===== config.mk =====
export PLATFORM = sky130hd
export DESIGN_NAME = plsc_cfg_regs
export DESIGN_NICKNAME = d
export VERILOG_FILES = /design/src/plsc_pkg.sv /design/src/plsc_acc_if.sv /design/src/plsc_cfg_regs.sv /design/src/plsc_ahb_slave.sv
export SDC_FILE = /design/constraint.sdc
export NUM_CORES = 1
export LEC_CHECK = 0
export ABC_CLOCK_PERIOD_IN_PS = 2100
export BUFFER_PORTS_ARGS = -buffer_cell sky130_fd_sc_hd__buf_2
export CORE_UTILIZATION = 44
export DETAILED_ROUTE_END_ITERATION = 16
export GPL_TIMING_DRIVEN = 0
export PLACE_DENSITY = 0.86
export SETUP_SLACK_MARGIN = 0.05
export SLEW_MARGIN = 15
export SYNTH_ARGS = -nofsm -noshare
export SYNTH_HDL_FRONTEND = slang
export SYNTH_SLANG_ARGS = --single-unit

===== constraint.sdc =====
create_clock -name clock -period 2.1 [get_ports clock]
set_input_delay 0.21 -clock clock [delete_from_list [all_inputs] [get_ports clock]]
set_output_delay 0.21 -clock clock [all_outputs]
set_load 0.05 [all_outputs]

===== src/plsc_pkg.sv =====
// plsc_pkg: offsets, field positions and reset values of the link and slot config registers
// assumes a word-wide register bus decoded on the low address byte
// Function
// - two-bit power management control at bits 1:0, 00 off to 11 both, resets 00
// - read completion boundary bit 3 is read-only and always reads zero
// - link disable bit 4 and retrain bit 5 writable only in reverse mode; reset zero
// - negotiated link speed bits 19:16 read-only, value one, also at reset
// - slot capability bits 0,2,3,4,6 read one only with reverse-mode hot-plug strap
package plsc_pkg;

    ////////////////////////////////////////////////////////////////////////////////
    // register offsets (byte addresses)
    localparam int ADDR_W = 8;
    localparam logic [7:0] OFS_LINK = 8'hC0;
    localparam logic [7:0] OFS_SLOT = 8'hC4;
    localparam logic [7:0] OFS_IRQ_STAT = 8'hE0;
    localparam logic [7:0] OFS_IRQ_MASK = 8'hE4;

    ////////////////////////////////////////////////////////////////////////////////
    // link control and status fields
    localparam int ASPM_LO = 0;
    localparam int ASPM_HI = 1;
    localparam int RCB_BIT = 3;
    localparam int LDIS_BIT = 4;
    localparam int RETRAIN_BIT = 5;
    localparam int CCLK_BIT = 6;
    localparam int ESYNC_BIT = 7;
    localparam int SPEED_LO = 16;
    localparam int SPEED_HI = 19;
    localparam int WIDTH_LO = 20;
    localparam int WIDTH_HI = 25;
    localparam int TERR_BIT = 26;
    localparam int TRAIN_BIT = 27;
    localparam int SCLK_BIT = 28;
    localparam logic [3:0] SPEED_2G5 = 4'h1;
    localparam logic [5:0] WIDTH_RST = 6'h01;
    localparam logic SCLK_RST = 1'b1;

    typedef enum logic [1:0] {
        PLSC_ASPM_OFF = 2'h0,
        PLSC_ASPM_L0S = 2'h1,
        PLSC_ASPM_L1 = 2'h2,
        PLSC_ASPM_BOTH = 2'h3
    } plsc_aspm_t;

    ////////////////////////////////////////////////////////////////////////////////
    // slot capability fields
    localparam int ABP_BIT = 0;
    localparam int MRLP_BIT = 2;
    localparam int AIP_BIT = 3;
    localparam int PIP_BIT = 4;
    localparam int HPC_BIT = 6;

    ////////////////////////////////////////////////////////////////////////////////
    // interrupt status and mask layout
    localparam int IRQ_W = 3;
    localparam int IRQ_TRAIN_DONE = 0;
    localparam int IRQ_TRAIN_ERR = 1;
    localparam int IRQ_WIDTH = 2;

    // strap capture and bus
    localparam logic [1:0] STRAP_SETTLE = 2'h2;
    localparam int HTRANS_ACTIVE_BIT = 1;
    localparam logic HRESP_OKAY = 1'b0;

endpackage


===== src/plsc_acc_if.sv =====
// plsc_acc_if: register access strobes between the bus slave and the register bank
// assumes one clock domain; reads are combinational, writes take one cycle
`timescale 1ns/1ps
interface plsc_acc_if;
    logic rd_en;
    logic [7:0] rd_addr;
    logic [31:0] rdata;
    logic wr_en;
    logic [7:0] wr_addr;
    logic [31:0] wdata;

    modport bus (output rd_en, output rd_addr, input rdata,
                 output wr_en, output wr_addr, output wdata);
    modport regs (input rd_en, input rd_addr, output rdata,
                  input wr_en, input wr_addr, input wdata);
endinterface


===== src/plsc_cfg_regs.sv =====
// plsc_cfg_regs: link control, link status, slot capability and interrupt registers
// assumes link training logic on the same clock and two strap pins stable around reset
`timescale 1ns/1ps
module plsc_cfg_regs (
    input wire logic clock,
    input wire logic reset_n,
    input wire logic hsel,
    input wire logic [31:0] haddr,
    input wire logic [1:0] htrans,
    input wire logic hwrite,
    input wire logic [2:0] hsize,
    input wire logic [31:0] hwdata,
    input wire logic hready,
    output logic hreadyout,
    output logic hresp,
    output logic [31:0] hrdata,
    input wire logic reverse_strap,
    input wire logic hotplug_strap,
    input wire logic link_training,
    input wire logic link_train_error,
    input wire logic [5:0] link_width,
    output logic [1:0] aspm_control,
    output logic link_disable,
    output logic retrain_link,
    output logic common_clock,
    output logic extended_sync,
    output logic reverse_mode,
    output logic hotplug_enabled,
    output logic irq
);

    ////////////////////////////////////////////////////////////////////////////////
    // bus front end

    plsc_acc_if acc ();

    plsc_ahb_slave u_slave (
        .clock(clock),
        .reset_n(reset_n),
        .hsel(hsel),
        .haddr(haddr),
        .htrans(htrans),
        .hwrite(hwrite),
        .hsize(hsize),
        .hwdata(hwdata),
        .hready(hready),
        .hreadyout(hreadyout),
        .hresp(hresp),
        .hrdata(hrdata),
        .acc(acc)
    );

    function automatic logic hit(input logic [7:0] addr, input logic [7:0] ofs);
        hit = (addr == ofs);
    endfunction

    wire wr_link = acc.wr_en && hit(acc.wr_addr, plsc_pkg::OFS_LINK);
    wire wr_stat = acc.wr_en && hit(acc.wr_addr, plsc_pkg::OFS_IRQ_STAT);
    wire wr_mask = acc.wr_en && hit(acc.wr_addr, plsc_pkg::OFS_IRQ_MASK);
    wire rd_link = acc.rd_en && hit(acc.rd_addr, plsc_pkg::OFS_LINK);
    wire rd_slot = acc.rd_en && hit(acc.rd_addr, plsc_pkg::OFS_SLOT);
    wire rd_stat = acc.rd_en && hit(acc.rd_addr, plsc_pkg::OFS_IRQ_STAT);
    wire rd_mask = acc.rd_en && hit(acc.rd_addr, plsc_pkg::OFS_IRQ_MASK);

    ////////////////////////////////////////////////////////////////////////////////
    // strap capture: pins synchronised, then held from shortly after reset

    logic rev_meta;
    logic rev_sync;
    logic hp_meta;
    logic hp_sync;
    logic [1:0] strap_cnt;
    logic hp_strap;

    always_ff @(posedge clock) begin
        rev_meta <= reverse_strap;
        rev_sync <= rev_meta;
        hp_meta <= hotplug_strap;
        hp_sync <= hp_meta;
    end

    always_ff @(posedge clock) begin
        if (!reset_n) begin
            strap_cnt <= '0;
            reverse_mode <= 1'b0;
            hp_strap <= 1'b0;
        end else if (strap_cnt != plsc_pkg::STRAP_SETTLE) begin
            strap_cnt <= strap_cnt + 2'h1;
            reverse_mode <= rev_sync;
            hp_strap <= hp_sync;
        end
    end

    assign hotplug_enabled = hp_strap && reverse_mode;

    ////////////////////////////////////////////////////////////////////////////////
    // link control

    plsc_pkg::plsc_aspm_t aspm;
    assign aspm_control = aspm;

    always_ff @(posedge clock) begin
        if (!reset_n) begin
            aspm <= plsc_pkg::PLSC_ASPM_OFF;
            common_clock <= 1'b0;
            extended_sync <= 1'b0;
        end else if (wr_link) begin
            aspm <= plsc_pkg::plsc_aspm_t'(acc.wdata[plsc_pkg::ASPM_HI:plsc_pkg::ASPM_LO]);
            common_clock <= acc.wdata[plsc_pkg::CCLK_BIT];
            extended_sync <= acc.wdata[plsc_pkg::ESYNC_BIT];
        end
    end

    always_ff @(posedge clock) begin
        if (!reset_n) begin
            link_disable <= 1'b0;
            retrain_link <= 1'b0;
        end else if (wr_link && reverse_mode) begin
            link_disable <= acc.wdata[plsc_pkg::LDIS_BIT];
            retrain_link <= acc.wdata[plsc_pkg::RETRAIN_BIT];
        end
    end

    ////////////////////////////////////////////////////////////////////////////////
    // link status, sampled from training logic

    logic training;
    logic train_err;
    logic [5:0] width;

    always_ff @(posedge clock) begin
        if (!reset_n) begin
            training <= 1'b0;
            train_err <= 1'b0;
            width <= plsc_pkg::WIDTH_RST;
        end else begin
            training <= link_training;
            train_err <= link_train_error;
            width <= link_width;
        end
    end

    ////////////////////////////////////////////////////////////////////////////////
    // interrupts: sticky status, write one to clear, set wins

    logic [plsc_pkg::IRQ_W-1:0] irq_stat;
    logic [plsc_pkg::IRQ_W-1:0] irq_mask;
    logic [plsc_pkg::IRQ_W-1:0] events;
    logic [plsc_pkg::IRQ_W-1:0] clr;
    logic [plsc_pkg::IRQ_W-1:0] next_irq_stat;

    always_comb begin
        events = '0;
        events[plsc_pkg::IRQ_TRAIN_DONE] = training && !link_training;
        events[plsc_pkg::IRQ_TRAIN_ERR] = link_train_error && !train_err;
        events[plsc_pkg::IRQ_WIDTH] = link_width != width;
    end

    assign clr = wr_stat ? acc.wdata[plsc_pkg::IRQ_W-1:0] : '0;
    assign next_irq_stat = (irq_stat & ~clr) | events;

    always_ff @(posedge clock) begin
        if (!reset_n) begin
            irq_stat <= '0;
            irq_mask <= '0;
            irq <= 1'b0;
        end else begin
            irq_stat <= next_irq_stat;
            if (wr_mask) begin
                irq_mask <= acc.wdata[plsc_pkg::IRQ_W-1:0];
            end
            irq <= |(irq_stat & irq_mask);
        end
    end

    ////////////////////////////////////////////////////////////////////////////////
    // read words; unlisted bits stay zero

    logic [31:0] link_word;
    logic [31:0] slot_word;

    always_comb begin
        link_word = '0;
        link_word[plsc_pkg::ASPM_HI:plsc_pkg::ASPM_LO] = aspm;
        link_word[plsc_pkg::RCB_BIT] = 1'b0;
        link_word[plsc_pkg::LDIS_BIT] = link_disable;
        link_word[plsc_pkg::RETRAIN_BIT] = retrain_link;
        link_word[plsc_pkg::CCLK_BIT] = common_clock;
        link_word[plsc_pkg::ESYNC_BIT] = extended_sync;
        link_word[plsc_pkg::SPEED_HI:plsc_pkg::SPEED_LO] = plsc_pkg::SPEED_2G5;
        link_word[plsc_pkg::WIDTH_HI:plsc_pkg::WIDTH_LO] = width;
        link_word[plsc_pkg::TERR_BIT] = train_err;
        link_word[plsc_pkg::TRAIN_BIT] = training;
        link_word[plsc_pkg::SCLK_BIT] = plsc_pkg::SCLK_RST;
    end

    always_comb begin
        slot_word = '0;
        slot_word[plsc_pkg::ABP_BIT] = hotplug_enabled;
        slot_word[plsc_pkg::MRLP_BIT] = hotplug_enabled;
        slot_word[plsc_pkg::AIP_BIT] = hotplug_enabled;
        slot_word[plsc_pkg::PIP_BIT] = hotplug_enabled;
        slot_word[plsc_pkg::HPC_BIT] = hotplug_enabled;
    end

    assign acc.rdata = rd_link ? link_word :
                       rd_slot ? slot_word :
                       rd_stat ? {{(32-plsc_pkg::IRQ_W){1'b0}}, irq_stat} :
                       rd_mask ? {{(32-plsc_pkg::IRQ_W){1'b0}}, irq_mask} : '0;

    ////////////////////////////////////////////////////////////////////////////////
    // checks

    property p_aspm_write;
        @(posedge clock) disable iff (!reset_n)
        wr_link |=> aspm_control == $past(acc.wdata[plsc_pkg::ASPM_HI:plsc_pkg::ASPM_LO]);
    endproperty
    a_aspm_write: assert property (p_aspm_write)
        else $error("power management field did not take written value");

    property p_aspm_hold;
        @(posedge clock) disable iff (!reset_n)
        !wr_link |=> $stable(aspm_control);
    endproperty
    a_aspm_hold: assert property (p_aspm_hold)
        else $error("power management field changed without a write");

    property p_rcb_zero;
        @(posedge clock) disable iff (!reset_n)
        rd_link |-> acc.rdata[plsc_pkg::RCB_BIT] == 1'b0;
    endproperty
    a_rcb_zero: assert property (p_rcb_zero)
        else $error("completion boundary bit read as one");

    property p_fwd_locked;
        @(posedge clock) disable iff (!reset_n)
        wr_link && !reverse_mode |=> $stable(link_disable) && $stable(retrain_link);
    endproperty
    a_fwd_locked: assert property (p_fwd_locked)
        else $error("link disable or retrain changed in forward mode");

    property p_rev_write;
        @(posedge clock) disable iff (!reset_n)
        wr_link && reverse_mode |=>
            link_disable == $past(acc.wdata[plsc_pkg::LDIS_BIT]) &&
            retrain_link == $past(acc.wdata[plsc_pkg::RETRAIN_BIT]);
    endproperty
    a_rev_write: assert property (p_rev_write)
        else $error("link disable or retrain missed a reverse-mode write");

    property p_speed;
        @(posedge clock) disable iff (!reset_n)
        rd_link |-> acc.rdata[plsc_pkg::SPEED_HI:plsc_pkg::SPEED_LO] == plsc_pkg::SPEED_2G5;
    endproperty
    a_speed: assert property (p_speed)
        else $error("link speed field not one");

    property p_slot_caps;
        @(posedge clock) disable iff (!reset_n)
        rd_slot |-> acc.rdata[plsc_pkg::HPC_BIT] == (hp_strap && reverse_mode) &&
                    acc.rdata[plsc_pkg::ABP_BIT] == acc.rdata[plsc_pkg::HPC_BIT];
    endproperty
    a_slot_caps: assert property (p_slot_caps)
        else $error("slot capability bits disagree with hot-plug strap");

    property p_reserved;
        @(posedge clock) disable iff (!reset_n)
        rd_link |-> acc.rdata[31:29] == 3'h0 && acc.rdata[15:8] == 8'h00 &&
                    acc.rdata[2] == 1'b0;
    endproperty
    a_reserved: assert property (p_reserved)
        else $error("reserved link bits read nonzero");

    property p_set_wins;
        @(posedge clock) disable iff (!reset_n)
        events[plsc_pkg::IRQ_TRAIN_ERR] |=> irq_stat[plsc_pkg::IRQ_TRAIN_ERR] ##1 1'b1;
    endproperty
    a_set_wins: assert property (p_set_wins)
        else $error("training error event lost");

    property p_ctl_reset;
        @(posedge clock)
        !reset_n |=> aspm_control == plsc_pkg::PLSC_ASPM_OFF && !link_disable && !retrain_link;
    endproperty
    a_ctl_reset: assert property (p_ctl_reset)
        else $error("link controls not cleared by reset");

    property p_strap_hold;
        @(posedge clock) disable iff (!reset_n)
        strap_cnt == plsc_pkg::STRAP_SETTLE |=> $stable(reverse_mode) && $stable(hp_strap);
    endproperty
    a_strap_hold: assert property (p_strap_hold)
        else $error("captured straps changed after capture");

    property p_events_set;
        @(posedge clock) disable iff (!reset_n)
        events != '0 |=> (irq_stat & $past(events)) == $past(events);
    endproperty
    a_events_set: assert property (p_events_set)
        else $error("interrupt event lost against a clear");

    property p_irq_on;
        @(posedge clock) disable iff (!reset_n)
        (irq_stat & irq_mask) != '0 |=> irq;
    endproperty
    a_irq_on: assert property (p_irq_on)
        else $error("interrupt low with an unmasked status bit set");

    property p_irq_off;
        @(posedge clock) disable iff (!reset_n)
        (irq_stat & irq_mask) == '0 |=> !irq;
    endproperty
    a_irq_off: assert property (p_irq_off)
        else $error("interrupt high with no unmasked status bit set");

endmodule


===== src/plsc_ahb_slave.sv =====
// plsc_ahb_slave: zero-wait AHB-Lite slave front end
// assumes single word transfers; read data sampled in the address phase
`timescale 1ns/1ps
module plsc_ahb_slave (
    input wire logic clock,
    input wire logic reset_n,
    input wire logic hsel,
    input wire logic [31:0] haddr,
    input wire logic [1:0] htrans,
    input wire logic hwrite,
    input wire logic [2:0] hsize,
    input wire logic [31:0] hwdata,
    input wire logic hready,
    output logic hreadyout,
    output logic hresp,
    output logic [31:0] hrdata,
    plsc_acc_if.bus acc
);

    wire take = hsel && hready && htrans[plsc_pkg::HTRANS_ACTIVE_BIT];
    logic wr_pend;
    logic [7:0] wr_addr;

    // every transfer completes at once with an okay answer
    assign hreadyout = 1'b1;
    assign hresp = plsc_pkg::HRESP_OKAY;

    assign acc.rd_en = take && !hwrite;
    assign acc.rd_addr = haddr[plsc_pkg::ADDR_W-1:0];
    assign acc.wr_en = wr_pend;
    assign acc.wr_addr = wr_addr;
    assign acc.wdata = hwdata;

    always_ff @(posedge clock) begin
        if (!reset_n) begin
            wr_pend <= 1'b0;
            wr_addr <= '0;
            hrdata <= '0;
        end else begin
            wr_pend <= take && hwrite;
            if (take) begin
                wr_addr <= haddr[plsc_pkg::ADDR_W-1:0];
            end
            if (acc.rd_en) begin
                hrdata <= acc.rdata;
            end
        end
    end

endmodule


# == Word level (Yosys, flattened, before mapping) ==
# Cells that the tools add are included.
# op_classes
n_addsub,1
mul,0
div_mod_pow,0
magnitude_cmp,0
eq_ne,9
shift,0
mux,5
bitwise,4
n_reduce_logical,19
# op_table
op,count
"== test 8 bit, second input constant",7
2-to-1 mux 29 bit,1
logical AND 1 bit,15
2-to-1 mux 3 bit,3
2-to-1 mux 7 bit,1
bitwise AND 3 bit,2
!= test 6 bit,1
logical NOT 1 bit,3
inverter 3 bit,1
bitwise OR 3 bit,1
OR reduction 3 bit,1
"adder 2 x 1 -> 2 bit, second input constant",1
"!= test 2 bit, second input constant",1
# word_totals
ff_bits,70
latchBits,0
ram_bits,0
rom_bits,0
in_bits,84
output_inout_bits,43
wordCells,59
mem_count,0

# == Logic depth before layout (Yosys ltp) ==
# logic_depth
word_depth,8
ltp_mapped,6
mapped_depth_nobuf,5

# == By module ==
# From an unflattened synthesis, not the netlist that was laid out.
# unflattened
hier_cells,370
hier_area_um2,3342.0
# by_module_without_submodules
mod,n_inst,cells_per_inst,area_per_inst_um2,seq_area_each_um2
plsc_ahb_slave,1,222,2001.9,820.8
plsc_cfg_regs,1,148,1340.0,580.6

# == Worst setup path before layout ==
# No wires, ideal clock.
# synth_timing
kind,reg-to-reg
from,register reverse_mode
to,register u_slave.hrdata[0]
arrival_time_ns,1.677
t_required_ns,2.039
setup_slack_ns,0.362
path_stages_with_launch,5
path_buffers,0
cell_sequence,dfxtp_1 > and2_1 > mux4_2 > nand4_1 > nand2_1
# synth_via
elab_chain_len,3
# synth_lines
element,line,source
"start, declared",plsc_cfg_regs.sv:27,"output logic reverse_mode,"
"start signal, assigned",plsc_cfg_regs.sv:89,reverse_mode <= rev_sync;
logical AND 1 bit,plsc_cfg_regs.sv:94,assign hotplug_enabled = hp_strap && reverse_mode;
net hotplug_enabled,plsc_cfg_regs.sv:28,"output logic hotplug_enabled,"
2-to-1 mux 7 bit,plsc_cfg_regs.sv:207,rd_slot ? slot_word :
2-to-1 mux 29 bit,plsc_cfg_regs.sv:206,assign acc.rdata = rd_link ? link_word :
"end signal, assigned",plsc_ahb_slave.sv:45,hrdata <= acc.rdata;
"end, declared",plsc_ahb_slave.sv:16,"output logic [31:0] hrdata,"
# The timed path passes the listed nets, and every way through them passes these cells.
# A chain may end at the register's enable or synchronous reset.

# == Worst setup path in the final report ==
# layout_timing
from,register u_slave.wr_addr[1] (netlist: u_slave.acc.wr_addr[1])
to,register retrain_link
# layout_via
elab_chain_len,3
# layout_lines
element,line,source
"start, declared",plsc_ahb_slave.sv:22,logic [7:0] wr_addr;
"start signal, assigned",plsc_ahb_slave.sv:42,wr_addr <= haddr[plsc_pkg::ADDR_W-1:0];
== test 8 bit,plsc_cfg_regs.sv:54,hit = (addr == ofs);
logical AND 1 bit,plsc_cfg_regs.sv:57,"wire wr_link = acc.wr_en && hit(acc.wr_addr, plsc_pkg::OFS_LINK);"
logical AND 1 bit,plsc_cfg_regs.sv:118,end else if (wr_link && reverse_mode) begin
"end signal, assigned",plsc_cfg_regs.sv:120,retrain_link <= acc.wdata[plsc_pkg::RETRAIN_BIT];
"end, declared",plsc_cfg_regs.sv:24,"output logic retrain_link,"
# Every way passes these cells.

==> metrics.txt <==
final setup fails=0; Inserted Diodes=0; clk_lat worst skew=310 ps; final RePlAce weighted congestion=0.8001; Die Wd=~75 um; slew at the pin closest to its max-slew limit=approximately 630 ps; global route overflow=0; Netlist cell types=40; hold crit path type=in -> reg; min Tclk post-route=1816 ps; final hold slack=116.7 ps; hold depth=2; Worst-path clk slew=90 ps; Seq/Total Area, Yosys=0.4746; unrepaired setup endpoints after global routing=no; worst-case reg-to-reg path depth=4; syn_area_per_cell=about 10 um^2; largest incremental delay on the critical path=510 ps; routed length per instance=12.44 um; Fin. Hold Viols=0; status=complete, no violations; fin crit share=0.8650; CP Capture Type=flop; CTS tree=done; worst path cell trace=or3b_2 > nor4_4 > a21boi_0 > o21a_1; fmax=roughly 0.55 GHz; final slew viol count=0; r2r setup slk=280 ps; global-route wire length before repair=7.479 mm; Top delay family on crit path=simple AND/OR/NAND/NOR gates; VDD IR max=0.0003823 V; commonest non-fill, non-tap cell in the layout=buf_2; Leak=1.243 nW; initial antenna violation count=0; Buffers on Ports=55; Worst R2R Start=u_slave.acc.wr_addr[1]; die area=5567 um^2; RR Endpoint=retrain_link; placed wire-length estimate=around 3.6 mm; Max Cap Violations=0; final core occ=0.5590; core area=between 5000 and 6000 um^2; drt drc=0; TritonRoute pass-1 iters=4; CTS H-tree depth=2; vias in the first global route=1603; chip height=around 75 um; top cells by area, synth=dfxtp_1, buf_4, nor2b_1; synthesized instance count=236; Synth Cell Area=2320 um^2; Critical Path Start Type=flop; Synth Register Bits=55; buffers plus inverters on the worst setup path=0; setup_tns=0 ps; leading area contributor after synthesis=dfxtp_1; Slowest cell on crit path=or3b_2; CTS Buf Count=5; Initial Util=0.4542; worst hold path startpoint=link_width[1]; commonest cells after routing, fill and taps aside=buf_2, dfxtp_1, nand2_1; Vias/cell=between 4 and 5; clk sinks=55; DRT iter0 DRCs=between 60 and 70; dpl cell area=around 2700 um^2; # rows=26; total power per unit cell area=approximately 710 nW/um^2; largest net degree at the start of global routing=16; clk_skew=3.985 ps; Worst Path Arrival=roughly 2000 ps; Total Wirelength=4.789 mm; share of layout cells above drive strength 1=0.2825; via count=1816; Syn. warnings=0; worst min-delay path endpoint=width[1]; WP data required=2310 ps; crit path kind=reg -> reg; fin area=2855 um^2; cts repair resizes=0; fillers=461; Total Power=2.026 mW; area grow syn2layout=23.09%; Slew HR=0.5791; Root Driver=clkbuf_8; # IOs=127; crit-path max FO=8; GRT Overall Usage=0.1814; NumNets Final=399; Longest Clk Path Bufs=2; Antenna Nets Post-Route=0; post-synth top area share=0.4746
## how the worst max path moves through the flow
stage                      startpoint                 to  cells after the start
6_report       u_slave.acc.wr_addr[1]       retrain_link                      4
5_1_grt        u_slave.acc.wr_addr[1]       link_disable                      4
4_1_cts        u_slave.acc.wr_addr[1]       link_disable                      4
3_5_place_dp   u_slave.acc.wr_addr[1]       link_disable                      4
3_3_place_gp   u_slave.acc.wr_addr[1]       retrain_link                      4
2_1_floorplan            reverse_mode  u_slave.hrdata[0]                      4
## kinds of logic after synthesis
family                     share of synthesized area
AOI/OAI and AO/OA                             0.1143
xor gates and xnor gates                     0.02643
adders and majority gates                   0.005393
buffers and inverters                        0.08306
DFF                                           0.4747
muxes                                        0.05286
other                                       0.003237
and+or+nand+nor                               0.2400
## worst register-to-register path: stages, from the launching register on
cell and delay, ps:
dfxtp_1 330, or3b_2 510, nor4_4 490, a21boi_0 190
o21a_1 210
## where the power goes
| part | switching (mW) | leakage (nW) | internal (mW) |
|---|---|---|---|
| Combinational | 0.168 | 0.742 | 0.121 |
| Clock | 0.320 | 0.0515 | 0.301 |
| Sequential | 0.0299 | 0.449 | 1.09 |
| Total | 0.518 | 1.24 | 1.51 |
## stage by stage
step / worst slack, ps / instances
4_1_cts: 277.8 / 385
5_1_grt: 187.0 / 385
3_5_place_dp: 290.0 / 375
6_report: 283.5 / 385
2_1_floorplan: 361.9 / 250
3_3_place_gp: 319.0 / 375
## what timing repair did
action	in CTS	in global routing
hold endpoints to repair	2	0
buffers inserted	0	0
setup endpoints to repair	0	0
hold buffers	2	0
## state kept, by name, summed over array words and instances, names as in the netlist, 2 cells and up
signal	count
aspm_control	2
irq_stat	3
width	6
irq_mask	3
strap_cnt	2
u_slave.hrdata	17
u_slave.acc.wr_addr	8
## synth_stat cells, drive strengths merged
| library cell | instances |
|---|---|
| dfxtp | 55 |
| nand2 | 26 |
| nor2b | 22 |
| buf | 21 |
| a21boi | 16 |
| a22oi | 10 |
| and2 | 10 |
| mux2i | 10 |
| clkbuf | 8 |
| nand3 | 7 |
| o21ai | 5 |
| xnor2 | 5 |
| a21oi | 4 |
| and3 | 4 |
| nand2b | 3 |
| nand4 | 3 |
| nor2 | 3 |
| conb | 2 |
| nand4b | 2 |
| nor4 | 2 |
| o21a | 2 |
| or2b | 2 |
| xor2 | 2 |
| a222oi | 1 |
| ha | 1 |
| inv | 1 |
| mux4 | 1 |
| nand3b | 1 |
| nand4bb | 1 |
| nor3 | 1 |
| nor4b | 1 |
| or3 | 1 |
| or3b | 1 |
| or4 | 1 |
| or4b | 1 |
## layout make-up
cell class | instances | area [um^2] | area share
timing repair buffer | 57 | 295.3 | 0.1034
multi-input combinational | 165 | 1079 | 0.3777
inverter | 1 | 3.754 | 0.001315
tap | 70 | 87.58 | 0.03067
buffer | 29 | 188.9 | 0.06617
sequential | 55 | 1101 | 0.3856
clock buffer | 8 | 100.1 | 0.03506
## routing by layer
layer | up-vias | part of all wire | GRT usage
met5 | - | 0 | 0
met4 | 0 | 0.012 | 0.05660
met3 | 6 | 0.068 | 0.06158
met2 | 56 | 0.46 | 0.2873
met1 | 829 | 0.46 | 0.2342
li1 | 925 | - | -
(Power assumes the default switching activity.)
